File: src/verilog/sbdc_pkg.sv
/*
  Package for the stepper bridge drive control block: register map, field
  positions, reset values, timing counts and the shared types.
  Assumes a 250 MHz logic clock and a 32-bit plain register port.
*/
package sbdc_pkg;

   // Clock and timing
   localparam int CLK_PERIOD_NS  = 4;                                // Logic clock period
   localparam int DEAD_TIME_NS   = 300;                              // Dead interval between modes
   localparam int DEAD_CYC       = (DEAD_TIME_NS + CLK_PERIOD_NS - 1) / CLK_PERIOD_NS;
   localparam int SENSE_TIME_NS  = 1000;                             // Brief charge for current sensing
   localparam int SENSE_CYC      = (SENSE_TIME_NS + CLK_PERIOD_NS - 1) / CLK_PERIOD_NS;
   localparam logic [7:0] DEAD_CNT_INIT  = 8'(DEAD_CYC - 1);         // Dead counter load value
   localparam logic [9:0] SENSE_CNT_INIT = 10'(SENSE_CYC - 1);       // Sense counter load value

   // Chop wave thresholds, in millivolts, 12-bit code
   localparam logic [11:0] CHOP_HI_MV = 12'h7d0;                     // 2000 mV, go high
   localparam logic [11:0] CHOP_LO_MV = 12'h1f4;                     // 500 mV, go low

   // Register offsets (byte addresses)
   localparam logic [7:0] REG_CTRL   = 8'h00;                        // Mode request and direction
   localparam logic [7:0] REG_STATUS = 8'h04;                        // Sticky events, write one to clear
   localparam logic [7:0] REG_MASK   = 8'h08;                        // Interrupt mask
   localparam logic [7:0] REG_STATE  = 8'h0c;                        // Live state, read only

   // CTRL fields
   localparam int CTRL_MODE_LSB = 0;                                 // Requested mode, 2 bits
   localparam int CTRL_DIR_BIT  = 2;                                 // 1 = reverse current
   localparam logic [2:0] CTRL_RESET = 3'h1;                         // Slow decay, forward

   // STATUS and MASK fields
   localparam int EV_THERMAL = 0;                                    // Thermal trip asserted
   localparam int EV_STEP    = 1;                                    // Accepted step edge
   localparam int EV_RESTART = 2;                                    // Chop counter restarted
   localparam int EV_W       = 3;
   localparam logic [2:0] MASK_RESET = 3'h0;

   // Requested mode codes in CTRL
   localparam logic [1:0] REQ_CHARGE = 2'h0;
   localparam logic [1:0] REQ_SLOW   = 2'h1;
   localparam logic [1:0] REQ_FAST   = 2'h2;

   // Drive modes, one-hot
   typedef enum logic [2:0] {
      SBDC_CHARGE = 3'b001,
      SBDC_SLOW   = 3'b010,
      SBDC_FAST   = 3'b100
   } sbdc_mode_t;

   // Dead-time sequencer states, one-hot
   typedef enum logic [1:0] {
      SBDC_RUN  = 2'b01,
      SBDC_DEAD = 2'b10
   } sbdc_seq_t;

   // The four bridge switches
   typedef struct packed {
      logic high_switch_a;
      logic high_switch_b;
      logic low_switch_a;
      logic low_switch_b;
   } sbdc_gate_t;

   localparam sbdc_gate_t GATE_OFF = 4'h0;

   // Register port request
   typedef struct packed {
      logic [7:0]  addr;
      logic [31:0] wdata;
      logic        wr;
      logic        rd;
   } sbdc_bus_t;

endpackage

File: src/verilog/sbdc_top.sv
/*
  Stepper bridge drive control for one motor phase: mode to switch mapping,
  dead time, chop clock thresholding, chop counter restart, step counter,
  gating by reset, enable and thermal trip, register port and interrupt.
  Assumes step clock, reset, enable and thermal trip pins are asynchronous;
  the chop wave code comes from a converter on REF_CLK_I.
*/
// The implementer's own choices: the register addresses and strobed register access.
`timescale 1ns/1ns

//  Operation
// - Forward current switch patterns per mode
// - Reverse current switch patterns per mode
// - Dead interval of 300 ns on change
// - Chop clock hysteresis at 2 V, 0.5 V
// - Drive only when reset released and enabled
// - Enable low: outputs off, counter advances
// - Reset low: step edges ignored
// - Thermal trip turns all switches off
// - Enable loss forces all switches off
// - Step edge or reversal restarts chop counter; only step edges request it, a CTRL direction change alone does not
// - Reset low forces initial state, flag low
// - Restart waits for next chop rising edge
// - Brief charge after restart and each period
// - Thermal trip pulls fault output low
module sbdc_top (
   input  wire logic        REF_CLK_I,          // Logic clock, 250 MHz
   input  wire logic        RST_I,              // Asynchronous reset, active high
   input  wire logic        STEP_CLK_I,         // Step clock pin from host
   input  wire logic        RESET_N_I,          // Host reset pin, low resets
   input  wire logic        ENABLE_I,           // Host enable pin
   input  wire logic        THERMAL_TRIP_I,     // Thermal trip indication
   input  wire logic [11:0] CHOP_WAVE_I,        // Chop wave level in mV
   input  wire logic [7:0]  BUS_ADDR_I,         // Register address
   input  wire logic [31:0] BUS_WDATA_I,        // Register write data
   input  wire logic        BUS_WR_I,           // Write strobe
   input  wire logic        BUS_RD_I,           // Read strobe
   output logic      [31:0] BUS_RDATA_O,        // Read data, cycle after strobe
   output logic             HIGH_SWITCH_A_O,    // Bridge gate drives
   output logic             HIGH_SWITCH_B_O,
   output logic             LOW_SWITCH_A_O,
   output logic             LOW_SWITCH_B_O,
   output logic             INIT_FLAG_O,        // Open-drain level, always low
   output logic             INIT_FLAG_OE_O,     // High while pulling flag low
   output logic             FAULT_O,            // Open-drain level, always low
   output logic             FAULT_OE_O,         // High while pulling fault low
   output logic             IRQ_O               // Level interrupt
);

   // Pattern for a mode and current direction
   function automatic sbdc_pkg::sbdc_gate_t gate_of(input sbdc_pkg::sbdc_mode_t m, input logic rev);
      sbdc_pkg::sbdc_gate_t g;
      g = sbdc_pkg::GATE_OFF;
      case (m)
         sbdc_pkg::SBDC_CHARGE: begin
            g.high_switch_a = !rev;
            g.low_switch_b  = !rev;
            g.high_switch_b = rev;
            g.low_switch_a  = rev;
         end
         sbdc_pkg::SBDC_SLOW: begin
            g.low_switch_a = 1'b1;
            g.low_switch_b = 1'b1;
         end
         sbdc_pkg::SBDC_FAST: begin
            g.high_switch_b = !rev;
            g.low_switch_a  = !rev;
            g.high_switch_a = rev;
            g.low_switch_b  = rev;
         end
         default: g = sbdc_pkg::GATE_OFF;
      endcase
      return g;
   endfunction

   // Requested mode code to one-hot mode
   function automatic sbdc_pkg::sbdc_mode_t mode_of(input logic [1:0] code);
      case (code)
         sbdc_pkg::REQ_CHARGE: return sbdc_pkg::SBDC_CHARGE;
         sbdc_pkg::REQ_FAST:   return sbdc_pkg::SBDC_FAST;
         default:              return sbdc_pkg::SBDC_SLOW;
      endcase
   endfunction

   // Synchronisers for asynchronous pins
   logic [3:0]  meta_ff;                   // First stage, read only by sync_ff
   logic [3:0]  sync_ff;                   // Second stage: step, reset_n, enable, thermal
   logic        step_d_ff;                 // Delayed step for edge detect
   logic        thermal_d_ff;              // Delayed thermal for event
   // Registers
   logic [2:0]  ctrl_ff;                   // Mode request and direction
   logic [2:0]  status_ff;                 // Sticky events
   logic [2:0]  mask_ff;                   // Interrupt mask
   logic [31:0] rdata_ff;                  // Read data
   // Core state
   logic        chop_clk_ff;               // Thresholded chop clock
   logic        chop_d_ff;                 // Delayed chop clock
   logic [7:0]  chop_cnt_ff;               // Chop counter
   logic        restart_pend_ff;           // Restart waiting for chop edge
   logic        last_dir_ff;               // Direction at the last step
   logic [9:0]  sense_cnt_ff;              // Remaining sense charge cycles
   logic        sense_ff;                  // Sense charge active
   logic [7:0]  step_cnt_ff;               // Step position counter
   sbdc_pkg::sbdc_seq_t  seq_ff;           // Dead-time sequencer state
   logic [7:0]  dead_cnt_ff;               // Dead interval counter
   sbdc_pkg::sbdc_mode_t applied_ff;       // Mode whose pattern is on
   sbdc_pkg::sbdc_gate_t gate_ff;          // Registered gate drives
   logic        init_oe_ff;                // Initial flag pull-down
   logic        fault_oe_ff;               // Fault pull-down
   logic        irq_ff;                    // Interrupt output

   // Decoded signals
   logic        step_s;                    // Synchronised step clock
   logic        rst_pin_n;                 // Synchronised host reset, low resets
   logic        enable_s;                  // Synchronised enable
   logic        thermal_s;                 // Synchronised thermal trip
   logic        step_rise;                 // Accepted rising step edge
   logic        chop_rise;                 // Chop clock rising edge
   logic        restart;                   // Chop counter restart now
   logic        drive_ok;                  // Bridge may be driven
   logic        dir_s;                     // Current direction
   logic [2:0]  events;                    // Event pulses
   sbdc_pkg::sbdc_mode_t target;           // Mode wanted now

   assign step_s    = sync_ff[0];
   assign rst_pin_n = sync_ff[1];
   assign enable_s  = sync_ff[2];
   assign thermal_s = sync_ff[3];
   assign dir_s     = ctrl_ff[sbdc_pkg::CTRL_DIR_BIT];
   // Steps are taken only while the host reset is released
   assign step_rise = step_s && !step_d_ff && rst_pin_n;
   assign chop_rise = chop_clk_ff && !chop_d_ff;
   // A pending restart lands only on a chop rising edge
   assign restart   = restart_pend_ff && chop_rise;
   // Drive needs reset released, enable high and no thermal trip
   assign drive_ok  = rst_pin_n && enable_s && !thermal_s;
   // Sense charge overrides the requested mode
   assign target    = sense_ff ? sbdc_pkg::SBDC_CHARGE
                               : mode_of(ctrl_ff[sbdc_pkg::CTRL_MODE_LSB +: 2]);

   always_comb begin
      events = '0;
      events[sbdc_pkg::EV_THERMAL] = thermal_s && !thermal_d_ff;
      events[sbdc_pkg::EV_STEP]    = step_rise;
      events[sbdc_pkg::EV_RESTART] = restart;
   end

   // Two-stage synchronisers and edge history
   always_ff @(posedge REF_CLK_I or posedge RST_I) begin
      if (RST_I) begin
         meta_ff      <= 4'h0;
         sync_ff      <= 4'h0;
         step_d_ff    <= 1'b0;
         thermal_d_ff <= 1'b0;
      end else begin
         meta_ff      <= {THERMAL_TRIP_I, ENABLE_I, RESET_N_I, STEP_CLK_I};
         sync_ff      <= meta_ff;
         step_d_ff    <= step_s;
         thermal_d_ff <= thermal_s;
      end
   end

   // Chop clock with hysteresis between the two thresholds
   always_ff @(posedge REF_CLK_I or posedge RST_I) begin
      if (RST_I) begin
         chop_clk_ff <= 1'b0;
         chop_d_ff   <= 1'b0;
      end else begin
         if (CHOP_WAVE_I >= sbdc_pkg::CHOP_HI_MV) begin
            chop_clk_ff <= 1'b1;
         end else if (CHOP_WAVE_I <= sbdc_pkg::CHOP_LO_MV) begin
            chop_clk_ff <= 1'b0;
         end
         chop_d_ff <= chop_clk_ff;
      end
   end

   // Restart request and chop counter
   always_ff @(posedge REF_CLK_I or posedge RST_I) begin
      if (RST_I) begin
         restart_pend_ff <= 1'b0;
         last_dir_ff     <= 1'b0;
         chop_cnt_ff     <= 8'h00;
      end else begin
         // Any accepted step, in any mode or on a reversal, asks for a restart
         if (step_rise) begin
            restart_pend_ff <= 1'b1;
            last_dir_ff     <= dir_s;
         end else if (restart) begin
            restart_pend_ff <= 1'b0;
         end
         // Counter restarts to zero, otherwise counts chop periods
         if (restart) begin
            chop_cnt_ff <= 8'h00;
         end else if (chop_rise) begin
            chop_cnt_ff <= chop_cnt_ff + 8'h01;
         end
      end
   end

   // Brief charge window at every chop period, restart included
   always_ff @(posedge REF_CLK_I or posedge RST_I) begin
      if (RST_I) begin
         sense_ff     <= 1'b0;
         sense_cnt_ff <= 10'h000;
      end else begin
         if (chop_rise) begin
            sense_ff     <= 1'b1;
            sense_cnt_ff <= sbdc_pkg::SENSE_CNT_INIT;
         end else if (sense_cnt_ff != 10'h000) begin
            sense_cnt_ff <= sense_cnt_ff - 10'h001;
         end else begin
            sense_ff <= 1'b0;
         end
      end
   end

   // Step counter keeps running with enable low, held at zero in reset
   always_ff @(posedge REF_CLK_I or posedge RST_I) begin
      if (RST_I) begin
         step_cnt_ff <= 8'h00;
      end else if (!rst_pin_n) begin
         step_cnt_ff <= 8'h00;
      end else if (step_rise) begin
         step_cnt_ff <= step_cnt_ff + 8'h01;
      end
   end

   // Mode sequencer with dead interval on every change
   always_ff @(posedge REF_CLK_I or posedge RST_I) begin
      if (RST_I) begin
         seq_ff      <= sbdc_pkg::SBDC_RUN;
         dead_cnt_ff <= 8'h00;
         applied_ff  <= sbdc_pkg::SBDC_SLOW;
      end else begin
         case (seq_ff)
            sbdc_pkg::SBDC_RUN: begin
               if (target != applied_ff) begin
                  seq_ff      <= sbdc_pkg::SBDC_DEAD;
                  dead_cnt_ff <= sbdc_pkg::DEAD_CNT_INIT;
               end
            end
            sbdc_pkg::SBDC_DEAD: begin
               if (dead_cnt_ff != 8'h00) begin
                  dead_cnt_ff <= dead_cnt_ff - 8'h01;
               end else begin
                  seq_ff     <= sbdc_pkg::SBDC_RUN;
                  applied_ff <= target;
               end
            end
            default: begin
               seq_ff <= sbdc_pkg::SBDC_RUN;
            end
         endcase
      end
   end

   // Gate drives: off when not allowed or during the dead interval
   always_ff @(posedge REF_CLK_I or posedge RST_I) begin
      if (RST_I) begin
         gate_ff <= sbdc_pkg::GATE_OFF;
      end else if (!drive_ok) begin
         gate_ff <= sbdc_pkg::GATE_OFF;
      end else if (seq_ff != sbdc_pkg::SBDC_RUN || target != applied_ff) begin
         gate_ff <= sbdc_pkg::GATE_OFF;
      end else begin
         gate_ff <= gate_of(applied_ff, dir_s);
      end
   end

   // Open-drain flags
   always_ff @(posedge REF_CLK_I or posedge RST_I) begin
      if (RST_I) begin
         init_oe_ff  <= 1'b0;
         fault_oe_ff <= 1'b0;
      end else begin
         init_oe_ff  <= (step_cnt_ff == 8'h00) || !rst_pin_n;
         fault_oe_ff <= thermal_s;
      end
   end

   // Software registers; hardware set wins over write-one clear
   always_ff @(posedge REF_CLK_I or posedge RST_I) begin
      if (RST_I) begin
         ctrl_ff   <= sbdc_pkg::CTRL_RESET;
         mask_ff   <= sbdc_pkg::MASK_RESET;
         status_ff <= 3'h0;
      end else begin
         if (BUS_WR_I && BUS_ADDR_I == sbdc_pkg::REG_CTRL) begin
            ctrl_ff <= BUS_WDATA_I[2:0];
         end
         if (BUS_WR_I && BUS_ADDR_I == sbdc_pkg::REG_MASK) begin
            mask_ff <= BUS_WDATA_I[2:0];
         end
         if (BUS_WR_I && BUS_ADDR_I == sbdc_pkg::REG_STATUS) begin
            status_ff <= (status_ff & ~BUS_WDATA_I[2:0]) | events;
         end else begin
            status_ff <= status_ff | events;
         end
      end
   end

   // Read data for the cycle after the strobe; unmapped reads zero
   always_ff @(posedge REF_CLK_I or posedge RST_I) begin
      if (RST_I) begin
         rdata_ff <= 32'h0000_0000;
      end else if (BUS_RD_I) begin
         case (BUS_ADDR_I)
            sbdc_pkg::REG_CTRL:   rdata_ff <= {29'h0, ctrl_ff};
            sbdc_pkg::REG_STATUS: rdata_ff <= {29'h0, status_ff};
            sbdc_pkg::REG_MASK:   rdata_ff <= {29'h0, mask_ff};
            sbdc_pkg::REG_STATE:  rdata_ff <= {chop_cnt_ff, step_cnt_ff, 7'h0, drive_ok,
                                               seq_ff == sbdc_pkg::SBDC_DEAD, sense_ff, applied_ff, thermal_s,
                                               enable_s, rst_pin_n};
            default:              rdata_ff <= 32'h0000_0000;
         endcase
      end else begin
         rdata_ff <= 32'h0000_0000;
      end
   end

   // Interrupt level
   always_ff @(posedge REF_CLK_I or posedge RST_I) begin
      if (RST_I) begin
         irq_ff <= 1'b0;
      end else begin
         irq_ff <= |(status_ff & mask_ff);
      end
   end

   assign BUS_RDATA_O     = rdata_ff;
   assign HIGH_SWITCH_A_O = gate_ff.high_switch_a;
   assign HIGH_SWITCH_B_O = gate_ff.high_switch_b;
   assign LOW_SWITCH_A_O  = gate_ff.low_switch_a;
   assign LOW_SWITCH_B_O  = gate_ff.low_switch_b;
   assign INIT_FLAG_O     = 1'b0;
   assign INIT_FLAG_OE_O  = init_oe_ff;
   assign FAULT_O         = 1'b0;
   assign FAULT_OE_O      = fault_oe_ff;
   assign IRQ_O           = irq_ff;

endmodule
File: config.mk
export PLATFORM = sky130hd
export DESIGN_NAME = sbdc_top
export DESIGN_NICKNAME = d
export VERILOG_FILES = /design/src/verilog/sbdc_pkg.sv /design/src/verilog/sbdc_top.sv
export SDC_FILE = /design/constraint.sdc
export NUM_CORES = 1
export LEC_CHECK = 0
export ABC_CLOCK_PERIOD_IN_PS = 2900
export BUFFER_PORTS_ARGS = -buffer_cell sky130_fd_sc_hd__buf_2
export CAP_MARGIN = 10
export CORE_MARGIN = 2
export CORE_UTILIZATION = 48
export CTS_CLUSTER_DIAMETER = 80
export DETAILED_ROUTE_END_ITERATION = 6
export PLACE_DENSITY = 0.76
export SYNTH_ARGS = -nofsm -noshare
export SYNTH_HDL_FRONTEND = slang
export SYNTH_SLANG_ARGS = --single-unit
export TNS_END_PERCENT = 50
File: constraint.sdc
create_clock -name REF_CLK_I -period 2.9 [get_ports REF_CLK_I]
set_input_delay 0.29 -clock REF_CLK_I [delete_from_list [all_inputs] [get_ports REF_CLK_I]]
set_output_delay 0.29 -clock REF_CLK_I [all_outputs]
set_load 0.005 [all_outputs]
==> results.yml, run 1 <==
routing:
  firstDrtPassIters: 6
  drc_errors: 0
  routedWlPerCell_um: 14.9
  avgViaCountPerCell: 5.44
  postRouteAntennaNets: 0
  route.vias.total: 3009
  wirelength_mm: 8.26
  initialDrtViolationCount: 136
timing:
  finalClockSkew_ns: 0.0173
  setup_violations: 0
  maxSlewHeadroom_pct: 52.1
  setup_tns_ns: 0
  finalHoldViolCount: 1
  period_minus_slack_ns: 2.15
  max_freq_mhz: 466
  worst_hold_slack_ns: -0.00118
  worstMarginPinSlew_ns: 0.718
  rsz0062_at_grt: "no"
  min_period_over_period_pct: 74.0
  slew_viol_final: 0
final_layout:
  antenna_cells: 0
  final_area_um2: 4850
  drive_gt1_share_pct: 26.3
  layout.nets: 506
  nFillCells: 713
  synthToLayoutAreaGrowth_pct: 15.1
synth:
  ys_ff_latch: 93
  async_reset_ff_share_pct: 100
  synth_edf_count: 0
  ys_types: 63
  netlist_area_um2: 4210
  synthFlopType: "dfrtp_1"
  yosysWarningCount: 0
  synth_cells: 374
  synth_seq_area_share_pct: 55.3
  syn_area_per_cell_um2: 11.3
critical_path:
  crit_arrival_ns: 2.41
  startpoint_type: "flop"
  crit_path_end_kind: "flop"
  crit_fanout: 7
  worstPathRequired_ns: 3.16
  path_class: "flop to flop"
clocking:
  clock_path_buffers: 2
  h-tree-depth: 3
  post_cts_resize_count: 0
  clock-root-buffer: "clkbuf_8"
  path_clk_slew_ns: 0.09
  cts_hold_repair.buffers: 0
  cts_setup_buffers: 0
  cts.sinks: 93
  cts_tree: "done"
  cts_buffers: 9
  worstSkewPairLatency_ns: 0.37
global_route:
  grt_max_degree: 94
  grt_pass1_wl_mm: 14.4
  grt-ovfl-total: 0
  antenna_found_initial: 0
  grtUsageTotal_pct: 18.7
  grt_pass1_vias: 3070
die:
  rows: 34
  dieHeight_um: 97.7
  pin_count: 101
  initial_utilization_pct: 48.8
  core_area_um2: 8640
  die_w_um: 97.7
  die_area_um2: 9540
placement:
  io_buffers: 62
  place_area_um2: 4630
  place.gp.congestion: 0.851
  dp.final_hpwl_mm: 5.80
pwr:
  power.density_nw_per_um2: 554
  leakage_nw: 2.30
  ir_worst_vdd_mv: 0.282
status:
  violations: "hold timing"
  outcome: "finished, violations left"
hold_path:
  hold_class: "input port to async pin"
flow_run:
  maxCapViolations: 0
## where the power goes
group          switching, W  internal (W)  leakage, nW  total [W]
clock network      0.000434      0.000495        0.113   0.000929
logic              0.000153      0.000131         1.03   0.000284
registers         0.0000969       0.00138         1.16    0.00147
## cell usage in the layout, fill, tap and decap left out, types with 13 or more instances in the layout
master | netlist | layout
dfrtp_1 | 90 | 90
buf_2 | 1 | 62
nand2_1 | 24 | 24
and2_1 | 24 | 24
inv_1 | 19 | 18
nor3_1 | 17 | 17
a21oi_1 | 16 | 16
nor2_1 | 15 | 15
xnor2_1 | 13 | 13
clkbuf_8 | 0 | 13
## worst max-delay path, stage by stage (launching register included)
cell	delay, ns
dfrtp_1	0.45
inv_1	0.12
ha_1	0.15
or4b_1	0.56
o21ai_2	0.31
a22oi_4	0.14
mux2_4	0.32
## kinds of logic after synthesis
kind of cell | Yosys count | share of synthesized area (%)
xor+xnor | 14 | 2.91
fa+ha+maj | 6 | 1.78
compound gates | 54 | 9.89
simple gates | 150 | 20.3
flops | 93 | 55.3
buf+inv | 38 | 4.22
mux | 18 | 5.52
other cells | 1 | 0.0890
## sequential cells by signal, indices dropped and copies added (netlist names), 2 cells and up
name	cells
seq_ff	2
chop_cnt_ff	8
dead_cnt_ff	8
status_ff	3
mask_ff	3
applied_ff	3
ctrl_ff	3
BUS_RDATA_O	25
step_cnt_ff	8
sync_ff	4
meta_ff	4
sense_cnt_ff	10
## area by class of cell
class | count | area, µm² | share of cell area, %
well taps | 108 | 135 | 2.79
clock inverters | 2 | 38.8 | 0.800
inverters | 19 | 72.6 | 1.50
flip-flops and latches | 93 | 2330 | 48.1
multi-input cells | 251 | 1730 | 35.8
repair buffers | 66 | 353 | 7.28
clock buffers | 14 | 183 | 3.77
## routing by layer
layer,up-vias,part of all wire [%],GRT usage [%],wire length [µm]
li1,1426,-,-,-
met1,1491,45,24.6,3720
met2,76,48,29.1,3970
met3,16,4.7,5.47,388
met4,0,2.2,7.59,183
met5,-,0,0,0
## cells in the mapped netlist (3+ instances only)
cell type  number  area (µm²)
o31ai_1         3        22.5
and3_1          6        37.5
clkbuf_1        9        33.8
nor4_1          7        43.8
a21oi_1        16        80.1
buf_4           9        67.6
mux4_2          3        67.6
dfrtp_1        90        2250
mux2_2          8        90.1
or3_1           3        18.8
nand4_1         7        43.8
and2_1         24         150
nor2b_1        11        68.8
dfstp_2         3        78.8
inv_1          19        71.3
nand2b_1        5        31.3
nand3b_1        4        30.0
nand3_1         8        40.0
nor3_1         17        85.1
a31oi_1         3        18.8
xnor2_1        13         114
ha_1            6        75.1
nand2_1        24        90.1
o21ai_0         9        45.0
nor2_1         15        56.3
mux2i_1         6        60.1
## through the flow
stage | worst slack (ns) | std cells | total power, W | hold WS [ns] | util (%)
2_1_floorplan | 0.195 | 382 | 0.00169 | 0.321 | -
3_3_place_gp | 0.736 | 537 | 0.00176 | 0.332 | 53.6
3_5_place_dp | 0.700 | 537 | 0.00178 | 0.336 | 53.6
4_1_cts | 0.760 | 553 | 0.00271 | 0.0174 | 56.1
5_1_grt | 0.661 | 553 | 0.00283 | 0.0150 | 56.1
6_report | 0.753 | 553 | 0.00269 | -0.00118 | 56.1
## final timing paths
| path | from | end | slack (ns) | cells after the start |
|---|---|---|---|---|
| setup / recovery | dead_cnt_ff[0] | dead_cnt_ff[1] | 0.75 | 6 |
| hold / removal | RST_I | BUS_RDATA_O[26] | -0.001 | 3 |
| setup reg to reg | dead_cnt_ff[0] | dead_cnt_ff[1] | 0.75 | 6 |
| hold reg to reg | meta_ff[3] | sync_ff[3] | 0.35 | 0 |
| max in group asynchronous | RST_I | BUS_RDATA_O[5] | 2.48 | 3 |
| min in group REF_CLK_I | ENABLE_I | meta_ff[2] | 0.03 | 1 |
Note: power is estimated with default switching activity, not from simulation.
==> run 2: changes to the inputs <==
--- a/config.mk
+++ b/config.mk
@@ -5,7 +5,7 @@
 export SDC_FILE = /design/constraint.sdc
 export NUM_CORES = 1
 export LEC_CHECK = 0
-export ABC_CLOCK_PERIOD_IN_PS = 2900
+export ABC_CLOCK_PERIOD_IN_PS = 1800
 export BUFFER_PORTS_ARGS = -buffer_cell sky130_fd_sc_hd__buf_2
 export CAP_MARGIN = 10
 export CORE_MARGIN = 2
==> constraint.sdc (replaced) <==
create_clock -name REF_CLK_I -period 1.8 [get_ports REF_CLK_I]
set_input_delay 0.18 -clock REF_CLK_I [delete_from_list [all_inputs] [get_ports REF_CLK_I]]
set_output_delay 0.18 -clock REF_CLK_I [all_outputs]
set_load 0.005 [all_outputs]
==> results.yml, run 2 (same netlist as run 1, synthesis figures left out) <==
status:
  outcome: "finished, violations left"
  violations: "setup timing"
timing:
  finalHoldViolCount: 0
  setup_ws_ns: -0.111
  period_minus_slack_ns: 1.91
  worstMarginPinSlew_ns: 0.598
  maxSlewHeadroom_pct: 60.1
  setup_violations: 9
  slew_viol_final: 0
  worst_hold_slack_ns: 0.0744
  rsz0062_at_grt: "yes"
  finalClockSkew_ns: 0.00884
  max_freq_mhz: 523
  min_period_over_period_pct: 106
pwr:
  leakage_nw: 2.50
  netSwitchingFraction_pct: 27.2
  seq_power_share_pct: 53.2
  p_comb_share_pct: 14.1
  p_clk_share_pct: 32.7
  power.density_nw_per_um2: 841
  ir_worst_vdd_mv: 0.482
  power_w: 0.00443
  p_int_w: 0.00322
  p_sw_w: 0.00121
final_layout:
  multi_input_area_um2: 1820
  mostFrequentLayoutCell: "dfrtp_1"
  antenna_cells: 0
  fin_cells: 596
  regArea_um2: 2330
  largest_register_ffs: 25
  nFillCells: 685
  final_util_pct: 61.0
  layout_common_cells: "dfrtp_1 (90), buf_2 (62), buf_4 (39)"
  final_area_um2: 5270
  synthToLayoutAreaGrowth_pct: 25.0
  layout.nets: 549
  drive_gt1_share_pct: 34.2
routing:
  drc_errors: 0
  routedWlPerCell_um: 15.2
  route.vias.total: 3162
  initialDrtViolationCount: 141
  postRouteAntennaNets: 0
  avgViaCountPerCell: 5.31
  wirelength_mm: 9.07
  firstDrtPassIters: 5
critical_path:
  path_class: "flop to flop"
  crit_fanout: 2
  crit_path_end_kind: "flop"
  crit_arrival_ns: 2.16
  reg2regPathDepth: 6
  startpoint_type: "flop"
  worstPathRequired_ns: 2.05
clocking:
  clock_path_buffers: 2
  clock-root-buffer: "clkbuf_8"
  worstSkewPairLatency_ns: 0.36
  cts_buffers: 9
  path_clk_slew_ns: 0.09
  h-tree-depth: 3
  cts_tree: "done"
  cts.sinks: 93
placement:
  place_area_um2: 4900
  dp.final_hpwl_mm: 6.40
  io_buffers: 62
  numPlacedInstances: 572
  place.gp.congestion: 0.867
hold_path:
  hold_class: "input port to flop"
  holdPathStages: 2
global_route:
  top_usage_layer: "met2"
  use_met2_pct: 32.3
  grt_pass1_wl_mm: 15.1
  antenna_found_initial: 0
  grt_pass1_vias: 3155
  grt_max_degree: 33
  grtUsageTotal_pct: 19.8
  grtUsageMet3_pct: 5.25
  grt.met1_usage_pct: 26.0
  grt-ovfl-total: 0
die:
  dieHeight_um: 97.7
  die_area_um2: 9540
  core_area_um2: 8640
  rows: 34
  initial_utilization_pct: 48.8
  pin_count: 101
  die_w_um: 97.7
flow_run:
  maxCapViolations: 0
-- run 2: cell types whose count changed in the layout (fill, tap and decap cells not counted), moves of 2 or more --
cell	before	now
inv_1	18	16
buf_4	3	39
clkinvlp_4	0	3
inv_2	0	2
ha_1	6	4
clkbuf_8	13	10
dlygate4sd3_1	0	6
or4b_4	0	2
-- run 2: stage by stage --
| step | worst slack (ns) | TNS (ns) |
|---|---|---|
| 2_1_floorplan | -0.182 | -0.427 |
| 3_3_place_gp | -0.132 | -0.751 |
| 3_5_place_dp | -0.176 | -1.26 |
| 4_1_cts | -0.0914 | -0.138 |
| 5_1_grt | -0.139 | -0.931 |
| 6_report | -0.111 | -0.511 |
-- run 2: power by group through the flow --
| stage | combinational, W | sequential [W] | clock [W] |
|---|---|---|---|
| finish | 0.000625 | 0.00236 | 0.00145 |
| global route | 0.000687 | 0.00238 | 0.00157 |
| CTS | 0.000615 | 0.00235 | 0.00147 |
| detailed placement | 0.000581 | 0.00239 | 0 |
| global placement | 0.000547 | 0.00238 | 0 |
| floorplan | 0.000368 | 0.00236 | 0 |
-- run 2: final timing paths --
path                           startpoint        endpoint  slack [ns]
min in group asynchronous           RST_I  chop_cnt_ff[6]        0.43
setup reg to reg           dead_cnt_ff[0]  dead_cnt_ff[4]       -0.11
setup / recovery           dead_cnt_ff[0]  dead_cnt_ff[4]       -0.11
max in group asynchronous           RST_I   applied_ff[1]        0.77
hold / removal             BUS_WDATA_I[2]      mask_ff[2]        0.07
hold reg to reg                meta_ff[3]      sync_ff[3]        0.35
-- run 2: per-layer routing --
metal	vias up	wire, µm
li1	1512	-
met1	1576	4010
met2	64	4600
met3	10	342
met4	0	112
met5	-	0
-- run 2: cell type report --
type | count | share of cell area (%)
Inverter | 19 | 1.43
Multi-Input combinational cell | 251 | 34.5
Clock buffer | 10 | 2.61
Clock inverter | 6 | 1.33
Timing Repair Buffer | 109 | 13.3
Tap cell | 108 | 2.57
Sequential cell | 93 | 44.3
-- run 2: worst max-delay path, stage by stage (launching register included) --
cell     delay (ns)
dfrtp_1        0.41
inv_2          0.09
ha_4           0.13
or3b_4         0.38
mux2_4         0.28
a211o_2        0.27
a22o_2         0.26
-- run 2: what timing repair did --
item                                   4_1_cts  5_1_grt
setup buffers                                0        2
resized for setup                           10        9
setup endpoints to repair                   14       13
endpoints found under the hold margin       27        0
cloned                                       0        0
pin swaps                                    1        1
hold buffers                                 6        0
==> run 3: changes to the inputs <==
--- a/config.mk
+++ b/config.mk
@@ -9,10 +9,10 @@
 export BUFFER_PORTS_ARGS = -buffer_cell sky130_fd_sc_hd__buf_2
 export CAP_MARGIN = 10
 export CORE_MARGIN = 2
-export CORE_UTILIZATION = 48
+export CORE_UTILIZATION = 45
 export CTS_CLUSTER_DIAMETER = 80
 export DETAILED_ROUTE_END_ITERATION = 6
-export PLACE_DENSITY = 0.76
+export PLACE_DENSITY = 0.72
 export SYNTH_ARGS = -nofsm -noshare
 export SYNTH_HDL_FRONTEND = slang
 export SYNTH_SLANG_ARGS = --single-unit
==> results.yml, run 3 (same netlist as run 1, synthesis figures left out) <==
timing:
  worst_hold_slack_ns: 0.0268
  setup_violations: 11
  finalClockSkew_ns: 0.00950
  slew_viol_final: 0
  max_freq_mhz: 527
  period_minus_slack_ns: 1.90
  finalHoldViolCount: 0
  min_period_over_period_pct: 105
  setup_ws_ns: -0.0971
  rsz0062_at_grt: "yes"
final_layout:
  mostFrequentLayoutCell: "dfrtp_1"
  fin_cells: 600
  antenna_cells: 0
  synthToLayoutAreaGrowth_pct: 25.5
  final_area_um2: 5290
  largest_register_ffs: 25
  layout_common_cells: "dfrtp_1 (90), buf_2 (62), buf_4 (41)"
  nFillCells: 762
  drive_gt1_share_pct: 34.8
  layout.nets: 550
critical_path:
  crit_path_end_kind: "flop"
  crit_fanout: 5
  worstPathRequired_ns: 2.03
  reg2regPathDepth: 6
  path_class: "flop to flop"
  rr_startpoint: "dead_cnt_ff[0]"
  setup.worst_path.start: "dead_cnt_ff[0]"
  startpoint_type: "flop"
  crit_arrival_ns: 2.13
pwr:
  seq_power_share_pct: 55.7
  leakage_nw: 2.49
  ir_worst_vdd_mv: 0.453
  power.density_nw_per_um2: 800
  p_sw_w: 0.00113
  netSwitchingFraction_pct: 26.6
  p_int_w: 0.00310
  p_comb_share_pct: 14.2
  power_w: 0.00423
  p_clk_share_pct: 30.2
routing:
  wirelength_mm: 8.60
  postRouteAntennaNets: 0
  firstDrtPassIters: 5
  routedWlPerCell_um: 14.3
  initialDrtViolationCount: 127
  route.vias.total: 3133
  drc_errors: 0
  avgViaCountPerCell: 5.22
clocking:
  worstSkewPairLatency_ns: 0.34
  h-tree-depth: 3
  clock_path_buffers: 2
  cts.sinks: 93
  cts_tree: "done"
  path_clk_slew_ns: 0.09
  clock-root-buffer: "clkbuf_8"
  cts_buffers: 9
global_route:
  grt_pass1_wl_mm: 14.2
  antenna_found_initial: 0
  grt-ovfl-total: 0
  grt_pass1_vias: 3124
  grt_max_degree: 94
  grtUsageTotal_pct: 17.6
die:
  pin_count: 101
  dieHeight_um: 101
  die_w_um: 101
  core_area_um2: 9150
  rows: 35
  initial_utilization_pct: 46.0
  die_area_um2: 10200
placement:
  numPlacedInstances: 575
  place.gp.congestion: 0.866
  dp.final_hpwl_mm: 6.10
  place_area_um2: 4890
  io_buffers: 62
flow_run:
  maxCapViolations: 0
hold_path:
  holdPathStages: 2
  hold_class: "input port to flop"
  hold_start: "CHOP_WAVE_I[11]"
status:
  outcome: "finished, violations left"
  violations: "setup timing"
==> run 3: per-stage QoR <==
stage          utilization [%]  worst slack (ns)  TNS [ns]
5_1_grt                   57.7            -0.164     -1.60
2_1_floorplan                -            -0.182    -0.427
4_1_cts                   56.9           -0.0721    -0.301
6_report                  57.7           -0.0971    -0.642
3_3_place_gp              53.5            -0.129    -0.769
3_5_place_dp              53.5            -0.192     -1.28
==> run 3: critical path: stages (launching register included) <==
cell and delay, ns:
dfrtp_1 0.40, inv_2 0.11, ha_4 0.14, or4b_4 0.51, buf_4 0.18, nor2b_4 0.15, mux2_4 0.31
==> run 3: power groups by stage <==
stage / clock network [W] / logic, W / registers [W]
6_report: 0.00128 / 0.000599 / 0.00235
5_1_grt: 0.00141 / 0.000675 / 0.00238
4_1_cts: 0.00132 / 0.000603 / 0.00235
3_5_place_dp: 0 / 0.000579 / 0.00239
3_3_place_gp: 0 / 0.000551 / 0.00239
2_1_floorplan: 0 / 0.000368 / 0.00236
==> run 3: worst paths after layout <==
kind	endpoint	slack [ns]
max	applied_ff[2]	-0.1
min	chop_clk_ff	0.03
max reg2reg	applied_ff[2]	-0.1
min reg2reg	sync_ff[3]	0.35
max in group asynchronous	seq_ff[0]	0.90
min in group asynchronous	sense_cnt_ff[8]	0.50
==> run 3: timing repair <==
action                                  4_1_cts  5_1_grt
pin swaps                                     5        4
endpoints found under the setup margin       16       16
hold endpoints to repair                     94        0
hold buffers                                  5        0
setup buffers                                 3        2
resized for setup                            12       13
==> run 3: cell type report <==
cell class              instances  area, µm²  share of cell area, %
repair buffers                110        699                   13.2
inverters                      19       75.1                   1.42
well taps                     111        139                   2.63
clock buffers                  11        151                   2.86
flip-flops and latches         93       2330                   44.1
multi-input cells             251       1850                   35.1
clock inverters                 5       35.0                  0.663
==> run 3: layer usage <==
metal  global-route usage (%)  up-vias  share of wire (%)
met2                     29.4       69                 50
met4                     7.80        0                1.9
met5                        0        -                  0
met1                     22.6     1533                 44
met3                     3.05       16                3.5
li1                         -     1515                  -
